===== src/ovf_timer_pkg.sv =====
package ovf_timer_pkg;

	// ==========================================================
	// Register byte offsets on the APB
	// ==========================================================
	localparam logic [7:0] OFS_TIMER_CONTROL  = 8'h00;
	localparam logic [7:0] OFS_COUNT_LOW      = 8'h04;
	localparam logic [7:0] OFS_COUNT_HIGH     = 8'h08;
	localparam logic [7:0] OFS_IRQ_FLAGS      = 8'h0c;
	localparam logic [7:0] OFS_IRQ_ENABLES    = 8'h10;
	localparam logic [7:0] OFS_IRQ_PRIORITIES = 8'h14;
	localparam logic [7:0] OFS_OSC_CONTROL    = 8'h18;

	// ==========================================================
	// Timer control fields
	// ==========================================================
	localparam int BIT_COUNT_ON       = 0;
	localparam int BIT_SOURCE_SELECT  = 1;
	localparam int BIT_SYNC_DISABLE   = 2;
	localparam int BIT_OSC_ENABLE     = 3;
	localparam int BIT_PRESCALE_LO    = 4;
	localparam int BIT_PRESCALE_HI    = 5;
	localparam int BIT_OSC_STATUS     = 6;
	localparam int BIT_WIDE_ACCESS    = 7;

	// Writable control bits; the status bit is never stored
	localparam logic [7:0] CONTROL_WRITE_MASK = 8'hbf;
	localparam logic [7:0] CONTROL_RESET      = 8'h00;

	// ==========================================================
	// Interrupt and oscillator control fields
	// ==========================================================
	localparam int BIT_OVERFLOW       = 0;
	localparam int BIT_IDLE_ON_SLEEP  = 7;
	localparam logic [1:0] SYS_CLOCK_SEL_LOW_POWER = 2'b01;
	localparam logic [7:0] OSC_CONTROL_RESET       = 8'h00;

	// ==========================================================
	// Compare trigger and timing
	// ==========================================================
	localparam logic [3:0] COMPARE_TRIGGER_MODE = 4'hb;
	localparam int         NUM_COMPARE          = 2;
	localparam int         FOSC_PER_INSTR       = 4;
	localparam logic [1:0] INSTR_DIV_LAST       = 2'(FOSC_PER_INSTR - 1);
	localparam logic [15:0] COUNT_MAX           = 16'hffff;

	// Power mode of the device clock
	typedef enum logic [1:0] {
		PM_PRIMARY_RUN,
		PM_SECONDARY_RUN,
		PM_SECONDARY_IDLE
	} power_mode_t;

endpackage


===== src/sixteen_bit_overflow_timer.sv =====
// Local design decisions: the APB slave port and the register addresses.
`timescale 1ns/1ps
`default_nettype none
// Notes on behaviour
// - Select code 01 runs everything from oscillator.
// - Sleep with idle bit zero enters secondary idle.
// - Status bit shows oscillator drives system clock.
// - Monitored oscillator failure clears the status bit.
// - Sixteen-bit count increments, wraps max to zero.
// - Wrap latches overflow flag, interrupt when enabled.
// - Enable bit gates overflow flag onto interrupt.
// - Compare mode 1011 trigger clears the count.
// - Compare value then acts as period register.
// - Second compare trigger also starts conversion.
// - Count write beats a same-cycle trigger reset.
// - Trigger reset never sets the overflow flag.
// - Source bit picks instruction cycle or edges.
// - Wide mode buffers high byte through low access.
// - Prescale codes divide by 1, 2, 4, 8.
// - Count-on bit starts and halts counting.
module sixteen_bit_overflow_timer
	import ovf_timer_pkg::*;
(
	input  wire logic        REF_CLK,       // Device clock, 100 MHz
	input  wire logic        NRST,          // Synchronous reset, low
	input  wire logic        PSEL,          // APB select
	input  wire logic        PENABLE,       // APB access phase
	input  wire logic        PWRITE,        // APB direction
	input  wire logic [7:0]  PADDR,         // APB byte address
	input  wire logic [31:0] PWDATA,        // APB write data
	input  wire logic [3:0]  PSTRB,         // APB byte strobes
	output logic             PREADY,        // APB ready
	output logic      [31:0] PRDATA,        // APB read data
	output logic             PSLVERR,       // APB error, unmapped
	input  wire logic        EXT_CLK_IN,    // External count input
	input  wire logic        OSC_CLK_IN,    // Low-power oscillator output
	input  wire logic        OSC_FAIL,      // Oscillator failure seen
	input  wire logic        FAIL_MONITOR_ON, // Clock monitor active
	input  wire logic        SLEEP_EXEC,    // Sleep instruction pulse
	input  wire logic        WAKE_EVENT,    // Wake from idle pulse
	input  wire logic [3:0]  CMP1_MODE,     // First compare mode field
	input  wire logic [15:0] CMP1_VALUE,    // First compare high:low
	input  wire logic        CMP1_USES_TIMER, // First compare on this timer
	input  wire logic [3:0]  CMP2_MODE,     // Second compare mode field
	input  wire logic [15:0] CMP2_VALUE,    // Second compare high:low
	input  wire logic        CMP2_USES_TIMER, // Second compare on this timer
	input  wire logic        ADC_ENABLED,   // Converter is enabled
	output logic             ADC_START,     // Conversion start pulse
	output logic             IRQ,           // Overflow interrupt request
	output logic             IRQ_PRIORITY,  // Priority of that request
	output logic             SEC_RUN,       // Secondary run mode
	output logic             SEC_IDLE,      // Secondary idle mode
	output logic      [15:0] COUNT_VALUE    // Live count
);

	// ==========================================================
	// State
	// ==========================================================
	// Every flop of the block, so reset and update stay in one place
	typedef struct packed {
		logic [15:0]  count;          // Live timer count
		logic [7:0]   high_buffer;    // Wide mode high byte buffer
		logic [2:0]   prescale;       // Input prescaler
		logic [1:0]   instr_div;      // Fosc to instruction cycle
		logic         ext_prev;       // Last sample of count input
		logic [7:0]   control;        // Stored control bits
		logic         overflow_flag;  // Sticky overflow
		logic         overflow_irq_enable;
		logic         overflow_irq_priority;
		logic [1:0]   sys_clock_select;
		logic         idle_on_sleep;
		power_mode_t  mode;           // Power-managed mode
		logic         osc_clock_status;
		logic         ready;          // APB ready flop
		logic [31:0]  rdata;          // APB read data flop
		logic         slverr;         // APB error flop
		logic         adc_start;      // Conversion start pulse
		logic         irq;            // Interrupt output flop
		logic         sec_run;        // Secondary run output flop
		logic         sec_idle;       // Secondary idle output flop
	} state_t;

	state_t st;       // Registered state
	state_t next_st;  // Next state

	// ==========================================================
	// Compare triggers
	// ==========================================================
	logic [3:0]  cmp_mode  [NUM_COMPARE];  // Mode per compare module
	logic [15:0] cmp_value [NUM_COMPARE];  // Value per compare module
	logic        cmp_uses  [NUM_COMPARE];  // Timer selection per module
	logic [NUM_COMPARE-1:0] trig;          // Trigger per module

	assign cmp_mode[0]  = CMP1_MODE;
	assign cmp_mode[1]  = CMP2_MODE;
	assign cmp_value[0] = CMP1_VALUE;
	assign cmp_value[1] = CMP2_VALUE;
	assign cmp_uses[0]  = CMP1_USES_TIMER;
	assign cmp_uses[1]  = CMP2_USES_TIMER;

	// Matching count against compare value makes it the period
	// Also acts in async counting, where software must not rely on it
	genvar gi;
	generate
		for (gi = 0; gi < NUM_COMPARE; gi++) begin : g_cmp
			assign trig[gi] = cmp_uses[gi]
				&& (cmp_mode[gi] == COMPARE_TRIGGER_MODE)
				&& st.control[BIT_COUNT_ON]
				&& (st.count == cmp_value[gi]);
		end
	endgenerate

	// ==========================================================
	// Derived control
	// ==========================================================
	logic       done;        // APB transfer completes this edge
	logic       wr;          // Completing write
	logic       rd;          // Completing read
	logic       src_level;   // Selected count input level
	logic       tick_in;     // One event into the prescaler
	logic [2:0] pre_last;    // Prescaler terminal value
	logic [7:0] wbyte;       // Low byte of write data
	logic       lane0;       // Low byte lane strobed
	logic [7:0] read_byte;   // Addressed register value
	logic       mapped;      // Address hits a register

	// Completion is the access phase with ready already high
	assign done  = PSEL && PENABLE && st.ready;
	assign wr    = done && PWRITE;
	assign rd    = done && !PWRITE;
	assign wbyte = PWDATA[7:0];
	assign lane0 = PSTRB[0];

	// Oscillator path wins the external pin when enabled
	// Switching sources while the new input is high reads as one edge
	assign src_level = st.control[BIT_OSC_ENABLE] ? OSC_CLK_IN : EXT_CLK_IN;

	// ==========================================================
	// Read mux
	// ==========================================================
	// Decoded from the address held through setup and access
	always_comb begin
		mapped    = 1'b1;
		read_byte = 8'h00;
		case (PADDR)
			OFS_TIMER_CONTROL: begin
				// Status bit reads live, never stored
				read_byte = st.control;
				read_byte[BIT_OSC_STATUS] = st.osc_clock_status;
			end
			OFS_COUNT_LOW:  read_byte = st.count[7:0];
			OFS_COUNT_HIGH: begin
				// Wide mode hides the live high byte
				read_byte = st.control[BIT_WIDE_ACCESS] ? st.high_buffer
					: st.count[15:8];
			end
			OFS_IRQ_FLAGS:      read_byte = {7'h00, st.overflow_flag};
			OFS_IRQ_ENABLES:    read_byte = {7'h00, st.overflow_irq_enable};
			OFS_IRQ_PRIORITIES: read_byte = {7'h00, st.overflow_irq_priority};
			OFS_OSC_CONTROL:    read_byte = {st.idle_on_sleep, 5'h00, st.sys_clock_select};
			default:            mapped = 1'b0;
		endcase
	end

	// ==========================================================
	// Next state
	// ==========================================================
	always_comb begin
		next_st = st;
		tick_in = 1'b0;
		pre_last = 3'h0;

		// One wait state keeps read data a clean flop output
		// Ready drops for a cycle after each completion, so no double effect
		next_st.ready  = PSEL && PENABLE && !st.ready;
		next_st.rdata  = {24'h000000, read_byte};
		next_st.slverr = PSEL && PENABLE && !st.ready && !mapped;

		// Instruction cycle is a quarter of the device clock
		// Divider runs free; the first tick after switching on may come early
		next_st.instr_div = st.instr_div + 2'h1;
		next_st.ext_prev  = src_level;

		// Count event from the chosen source
		if (st.control[BIT_SOURCE_SELECT]) begin
			tick_in = src_level && !st.ext_prev;
		end else begin
			tick_in = (st.instr_div == INSTR_DIV_LAST);
		end

		// Prescale code n passes every 2^n-th event
		case (st.control[BIT_PRESCALE_HI:BIT_PRESCALE_LO])
			2'b00:   pre_last = 3'h0;
			2'b01:   pre_last = 3'h1;
			2'b10:   pre_last = 3'h3;
			default: pre_last = 3'h7;
		endcase

		// Counting; halted timer holds count and prescaler
		if (st.control[BIT_COUNT_ON] && tick_in) begin
			if (st.prescale >= pre_last) begin
				next_st.prescale = 3'h0;
				next_st.count    = st.count + 16'h0001;
				if (st.count == COUNT_MAX) begin
					next_st.overflow_flag = 1'b1;
				end
			end else begin
				next_st.prescale = st.prescale + 3'h1;
			end
		end

		// Trigger clears count but leaves the flag alone
		if (|trig) begin
			next_st.count    = 16'h0000;
			next_st.prescale = 3'h0;
		end

		// Conversion start only from the second module
		// Lasts one cycle for each trigger
		next_st.adc_start = trig[1] && ADC_ENABLED;

		// Register writes; a count write beats trigger and tick
		if (wr && lane0) begin
			case (PADDR)
				OFS_TIMER_CONTROL: begin
					// Status position dropped by the mask
					next_st.control = wbyte & CONTROL_WRITE_MASK;
				end
				OFS_COUNT_LOW: begin
					// Low write loads the low byte, the high byte from the buffer in wide mode only, and clears prescaler
					next_st.count[7:0] = wbyte;
					next_st.prescale   = 3'h0;
					if (st.control[BIT_WIDE_ACCESS]) begin
						next_st.count[15:8] = st.high_buffer;
					end
				end
				OFS_COUNT_HIGH: begin
					if (st.control[BIT_WIDE_ACCESS]) begin
						next_st.high_buffer = wbyte;
					end else begin
						next_st.count[15:8] = wbyte;
					end
				end
				OFS_IRQ_FLAGS: begin
					// Hardware set wins over a software clear
					// A clear meeting an overflow in one cycle loses
					next_st.overflow_flag = wbyte[BIT_OVERFLOW] || next_st.overflow_flag
						&& st.overflow_flag == 1'b0 ? wbyte[BIT_OVERFLOW]
						|| next_st.overflow_flag : wbyte[BIT_OVERFLOW];
					if (st.control[BIT_COUNT_ON] && tick_in && st.prescale >= pre_last
						&& st.count == COUNT_MAX) begin
						next_st.overflow_flag = 1'b1;
					end
				end
				OFS_IRQ_ENABLES:    next_st.overflow_irq_enable = wbyte[BIT_OVERFLOW];
				OFS_IRQ_PRIORITIES: next_st.overflow_irq_priority = wbyte[BIT_OVERFLOW];
				OFS_OSC_CONTROL: begin
					next_st.sys_clock_select = wbyte[1:0];
					next_st.idle_on_sleep    = wbyte[BIT_IDLE_ON_SLEEP];
				end
				default: begin
					// Unmapped writes change nothing
				end
			endcase
		end

		// Wide mode low read snapshots the live high byte
		// Taken on the completing edge only, not during the wait state
		if (rd && PADDR == OFS_COUNT_LOW && st.control[BIT_WIDE_ACCESS]) begin
			next_st.high_buffer = st.count[15:8];
		end

		// Power mode follows the clock select and sleep
		// Idle always returns to secondary run, never straight to primary
		case (st.mode)
			PM_PRIMARY_RUN: begin
				if (st.sys_clock_select == SYS_CLOCK_SEL_LOW_POWER) begin
					next_st.mode = PM_SECONDARY_RUN;
				end
			end
			PM_SECONDARY_RUN: begin
				if (st.sys_clock_select != SYS_CLOCK_SEL_LOW_POWER) begin
					next_st.mode = PM_PRIMARY_RUN;
				end else if (SLEEP_EXEC && !st.idle_on_sleep) begin
					next_st.mode = PM_SECONDARY_IDLE;
				end
			end
			PM_SECONDARY_IDLE: begin
				// Only a wake event leaves idle
				if (WAKE_EVENT) begin
					next_st.mode = PM_SECONDARY_RUN;
				end
			end
			default: next_st.mode = PM_PRIMARY_RUN;
		endcase

		// A failed, monitored oscillator no longer drives the clock
		next_st.osc_clock_status = (next_st.mode != PM_PRIMARY_RUN)
			&& !(FAIL_MONITOR_ON && OSC_FAIL);

		// Interrupt is the flag gated by its enable
		next_st.irq = next_st.overflow_flag && next_st.overflow_irq_enable;

		// Mode decodes are registered so every output is a flop
		next_st.sec_run  = (next_st.mode == PM_SECONDARY_RUN);
		next_st.sec_idle = (next_st.mode == PM_SECONDARY_IDLE);
	end

	// ==========================================================
	// Registers
	// ==========================================================
	// Synchronous reset: every pin is already in this clock domain
	always_ff @(posedge REF_CLK) begin
		if (!NRST) begin
			st                     <= '0;
			st.control             <= CONTROL_RESET;
			st.mode                <= PM_PRIMARY_RUN;
		end else begin
			st <= next_st;
		end
	end

	// ==========================================================
	// Outputs
	// ==========================================================
	assign PREADY       = st.ready;
	assign PRDATA       = st.rdata;
	assign PSLVERR      = st.slverr;
	assign ADC_START    = st.adc_start;
	assign IRQ          = st.irq;
	assign IRQ_PRIORITY = st.overflow_irq_priority;
	assign SEC_RUN      = st.sec_run;
	assign SEC_IDLE     = st.sec_idle;
	assign COUNT_VALUE  = st.count;

endmodule // sixteen_bit_overflow_timer
`default_nettype wire


===== config.mk =====
export PLATFORM = sky130hd
export DESIGN_NAME = sixteen_bit_overflow_timer
export DESIGN_NICKNAME = d
export VERILOG_FILES = /design/src/ovf_timer_pkg.sv /design/src/sixteen_bit_overflow_timer.sv
export SDC_FILE = /design/constraint.sdc
export NUM_CORES = 1
export LEC_CHECK = 0
export BUFFER_PORTS_ARGS = -buffer_cell sky130_fd_sc_hd__buf_2
export CAP_MARGIN = 25
export CORE_ASPECT_RATIO = 1.4
export CORE_MARGIN = 2
export CORE_UTILIZATION = 45
export DETAILED_ROUTE_END_ITERATION = 8
export PLACE_DENSITY = 0.77
export REMOVE_ABC_BUFFERS = 1
export SLEW_MARGIN = 20
export SYNTH_ARGS = -nofsm -noshare
export SYNTH_HDL_FRONTEND = slang
export SYNTH_SLANG_ARGS = --single-unit

===== constraint.sdc =====
create_clock -name REF_CLK -period 2.1 [get_ports REF_CLK]
set_input_delay 0.105 -clock REF_CLK [delete_from_list [all_inputs] [get_ports REF_CLK]]
set_output_delay 0.105 -clock REF_CLK [all_outputs]
set_load 0.005 [all_outputs]

==> reports/qor.yml <==
timing:
  clock_skew_ns: 0.00382
  rsz0062_at_grt: "yes"
  post-route-period-util: 0.982
  fin_crit_ns: 2.06
  hold_viol_final: 0
  setup_ws_ns: 0.0384
  slew_violations: 0
  timing.fmax_mhz: 485
  setup_viol: 0
grt:
  gr-max-usage-layer: "met2"
  grt_use_met1: 0.270
  grt_max_degree: 34
  grt.overflow.total: 0
  grt_pass1_vias: 3710
  grt_pass1_wl_mm: 17.8
  grt.total_usage: 0.228
  grt_util_met2: 0.385
  antenna_found_initial: 0
  use_met3: 0.0484
power_and_ir_drop:
  p_leak_nw: 2.10
  powerDensity_nw_per_um2: 602
  ir_worst_vdd_mv: 0.412
yosys:
  avgSynthCellArea_sq_um: 8.56
  synth_cell_type_count: 60
  synthFlopType: "dfxtp_1"
  post-synth-top-count-cell: "dfxtp_1"
  synth_area_sq_um: 4030
  yosys.area.top_type: "dfxtp_1"
  syn_inst: 471
  ys.warnings.count: 0
  seq_area_frac_synth: 0.298
  ys_ff_latch: 60
  synth_edf_count: 0
  yosysTopAreaCellShare: 0.298
  yosys-top-cells-area: "dfxtp_1 30%, buf_4 9.1%, xor2_1 8.0%"
  ys_async_sr_fraction: 0
  synth_common_cells: "60 x dfxtp_1, 49 x buf_4, 37 x xor2_1"
clock_network:
  cts_tree: "yes"
  clockRootBuffer: "clkbuf_16"
  ctsHtreeMaxLevel: 3
  worstSkewPairLatency_ns: 0.32
  clock_sinks: 60
  clkSlewWorstSetupHoldPaths_ns: 0.05
  cts.path.max_buffers: 2
  numCtsBuffers: 9
route:
  vias: 3863
  wire_per_inst_um: 17.0
  drc: 0
  via_per_inst: 5.75
  dr.pass1.iters: 6
  finalWirelength_mm: 11.4
  drt.antenna.violating_nets: 0
  drt_iter0_drc: 377
finish:
  nets: 666
  final_area_sq_um: 4850
  final_layout_size_suffix_gt1_frac: 0.339
  fillers: 746
  area_growth_pct: 20.2
  n_antenna_cell: 0
placement:
  dp_slack_ns: -0.00825
  hpwl_mm: 8.26
  gp_congestion: 0.946
  io_buffers: 101
  placed_cell_area_sq_um: 4420
worst_setup_path:
  critical_path_required_ns: 2.36
  worst-setup-path-type: "flop to flop"
  reg2reg_depth: 9
  worst_setup_path_start_kind: "flop"
  arrival_ns: 2.32
  crit_fanout: 6
  worstSetupEndpointType: "flop"
floorplanning:
  die_h_um: 116
  rows: 40
  core_sq_um: 8660
  io_pins: 153
  start_util: 0.466
  fp.dieW_um: 84.0
  dieArea_sq_um: 9750
outcome:
  status: "finished clean"
min_path:
  min_path_type: "input port to flop"
  min_path_cells: 3
job:
  cap_violations: 0
-- placed cells by master, fill, tap and decap left out, types with 4 or more instances in the layout --
cell       synthesis  layout
conb_1             1      24
xor2_1            37      37
a21oi_2            0       4
a211oi_1           6       6
nand4_1            5       5
o21ai_0            5       5
buf_4             49      36
or3_1              9       9
xnor2_1           12      12
dfxtp_1           60      55
a21oi_1           20      16
buf_2              3     101
clkbuf_16          0       9
o22ai_1            5       5
mux2_2             9       9
ha_1               6       4
nor2_1            35      35
nand3_1           15      15
mux2i_1           17      17
nand2_1           34      32
nor3_1             8       8
dfxtp_2            0       5
and3_1            10       9
a22oi_1           26      26
nor4_1            11      11
-- power breakdown --
group          switching (mW)  internal, mW
clock                   0.500          1.07
combinational           0.115        0.0862
sequential            0.00256          1.15
total                   0.617          2.30
-- per-layer routing --
metal	up-vias	routed length (um)
li1	1782	-
met1	1765	4410
met2	251	5340
met3	65	1060
met4	0	610
met5	-	0
-- registers in the layout, indices dropped and copies added (netlist names) --
signal,cells
SEC_IDLE,1
PREADY,1
st,29
SEC_RUN,1
IRQ,1
PRDATA,8
ADC_START,1
PSLVERR,1
IRQ_PRIORITY,1
COUNT_VALUE,16
-- critical path: stages (launching register included) --
cell and delay (ns):
dfxtp_2 0.31, or2_4 0.25, ha_4 0.16, nor2b_2 0.15, o21ai_2 0.14, buf_6 0.15
nand4_1 0.12, xor2_1 0.19, or3_1 0.39, a21oi_2 0.13
-- kinds of logic after synthesis --
logic type / share of synthesized area
simple gates: 0.221
fa+ha+maj: 0.0186
buf+inv: 0.152
mux: 0.0673
flops: 0.298
compound gates: 0.136
xor+xnor: 0.106
other cells: 0.000930
-- what timing repair did --
| item | 4_1_cts | 5_1_grt |
|---|---|---|
| hold buffers | 2 | 0 |
| pin swaps | 0 | 8 |
| gates resized for setup | 1 | 20 |
| hold endpoints to repair | 1 | 0 |
| endpoints found under the setup margin | 2 | 15 |
| gates cloned | 0 | 1 |
| buffers inserted | 0 | 1 |
-- area by class of cell --
cell class	instances	area [sq um]	area share
clock inverters	4	72.6	0.0150
multi-input cells	347	2370	0.489
well taps	105	131	0.0271
inverters	4	15.0	0.00310
flip-flops and latches	60	1210	0.249
clock buffers	12	246	0.0508
repair buffers	140	807	0.166
-- final timing paths --
kind | from | endpoint | slack [ns]
setup / recovery | st[52] | COUNT_VALUE[15] | 0.04
hold / removal | ADC_ENABLED | ADC_START | 0.02
setup reg to reg | st[52] | COUNT_VALUE[15] | 0.04
hold reg to reg | st[56] | st[56] | 0.43
-- metrics by stage --
step	utilization	TNS (ns)	power [mW]	hold slack [ns]	cells
2_1_floorplan	-	-1.19	1.24	0.195	411
3_3_place_gp	0.511	0	1.36	0.291	652
3_5_place_dp	0.511	-0.0131	1.37	0.293	652
4_1_cts	0.551	0	2.92	0.0232	670
5_1_grt	0.560	-0.117	3.01	0.0460	672
6_report	0.560	0	2.92	0.0208	672
(Power assumes the default switching activity.)
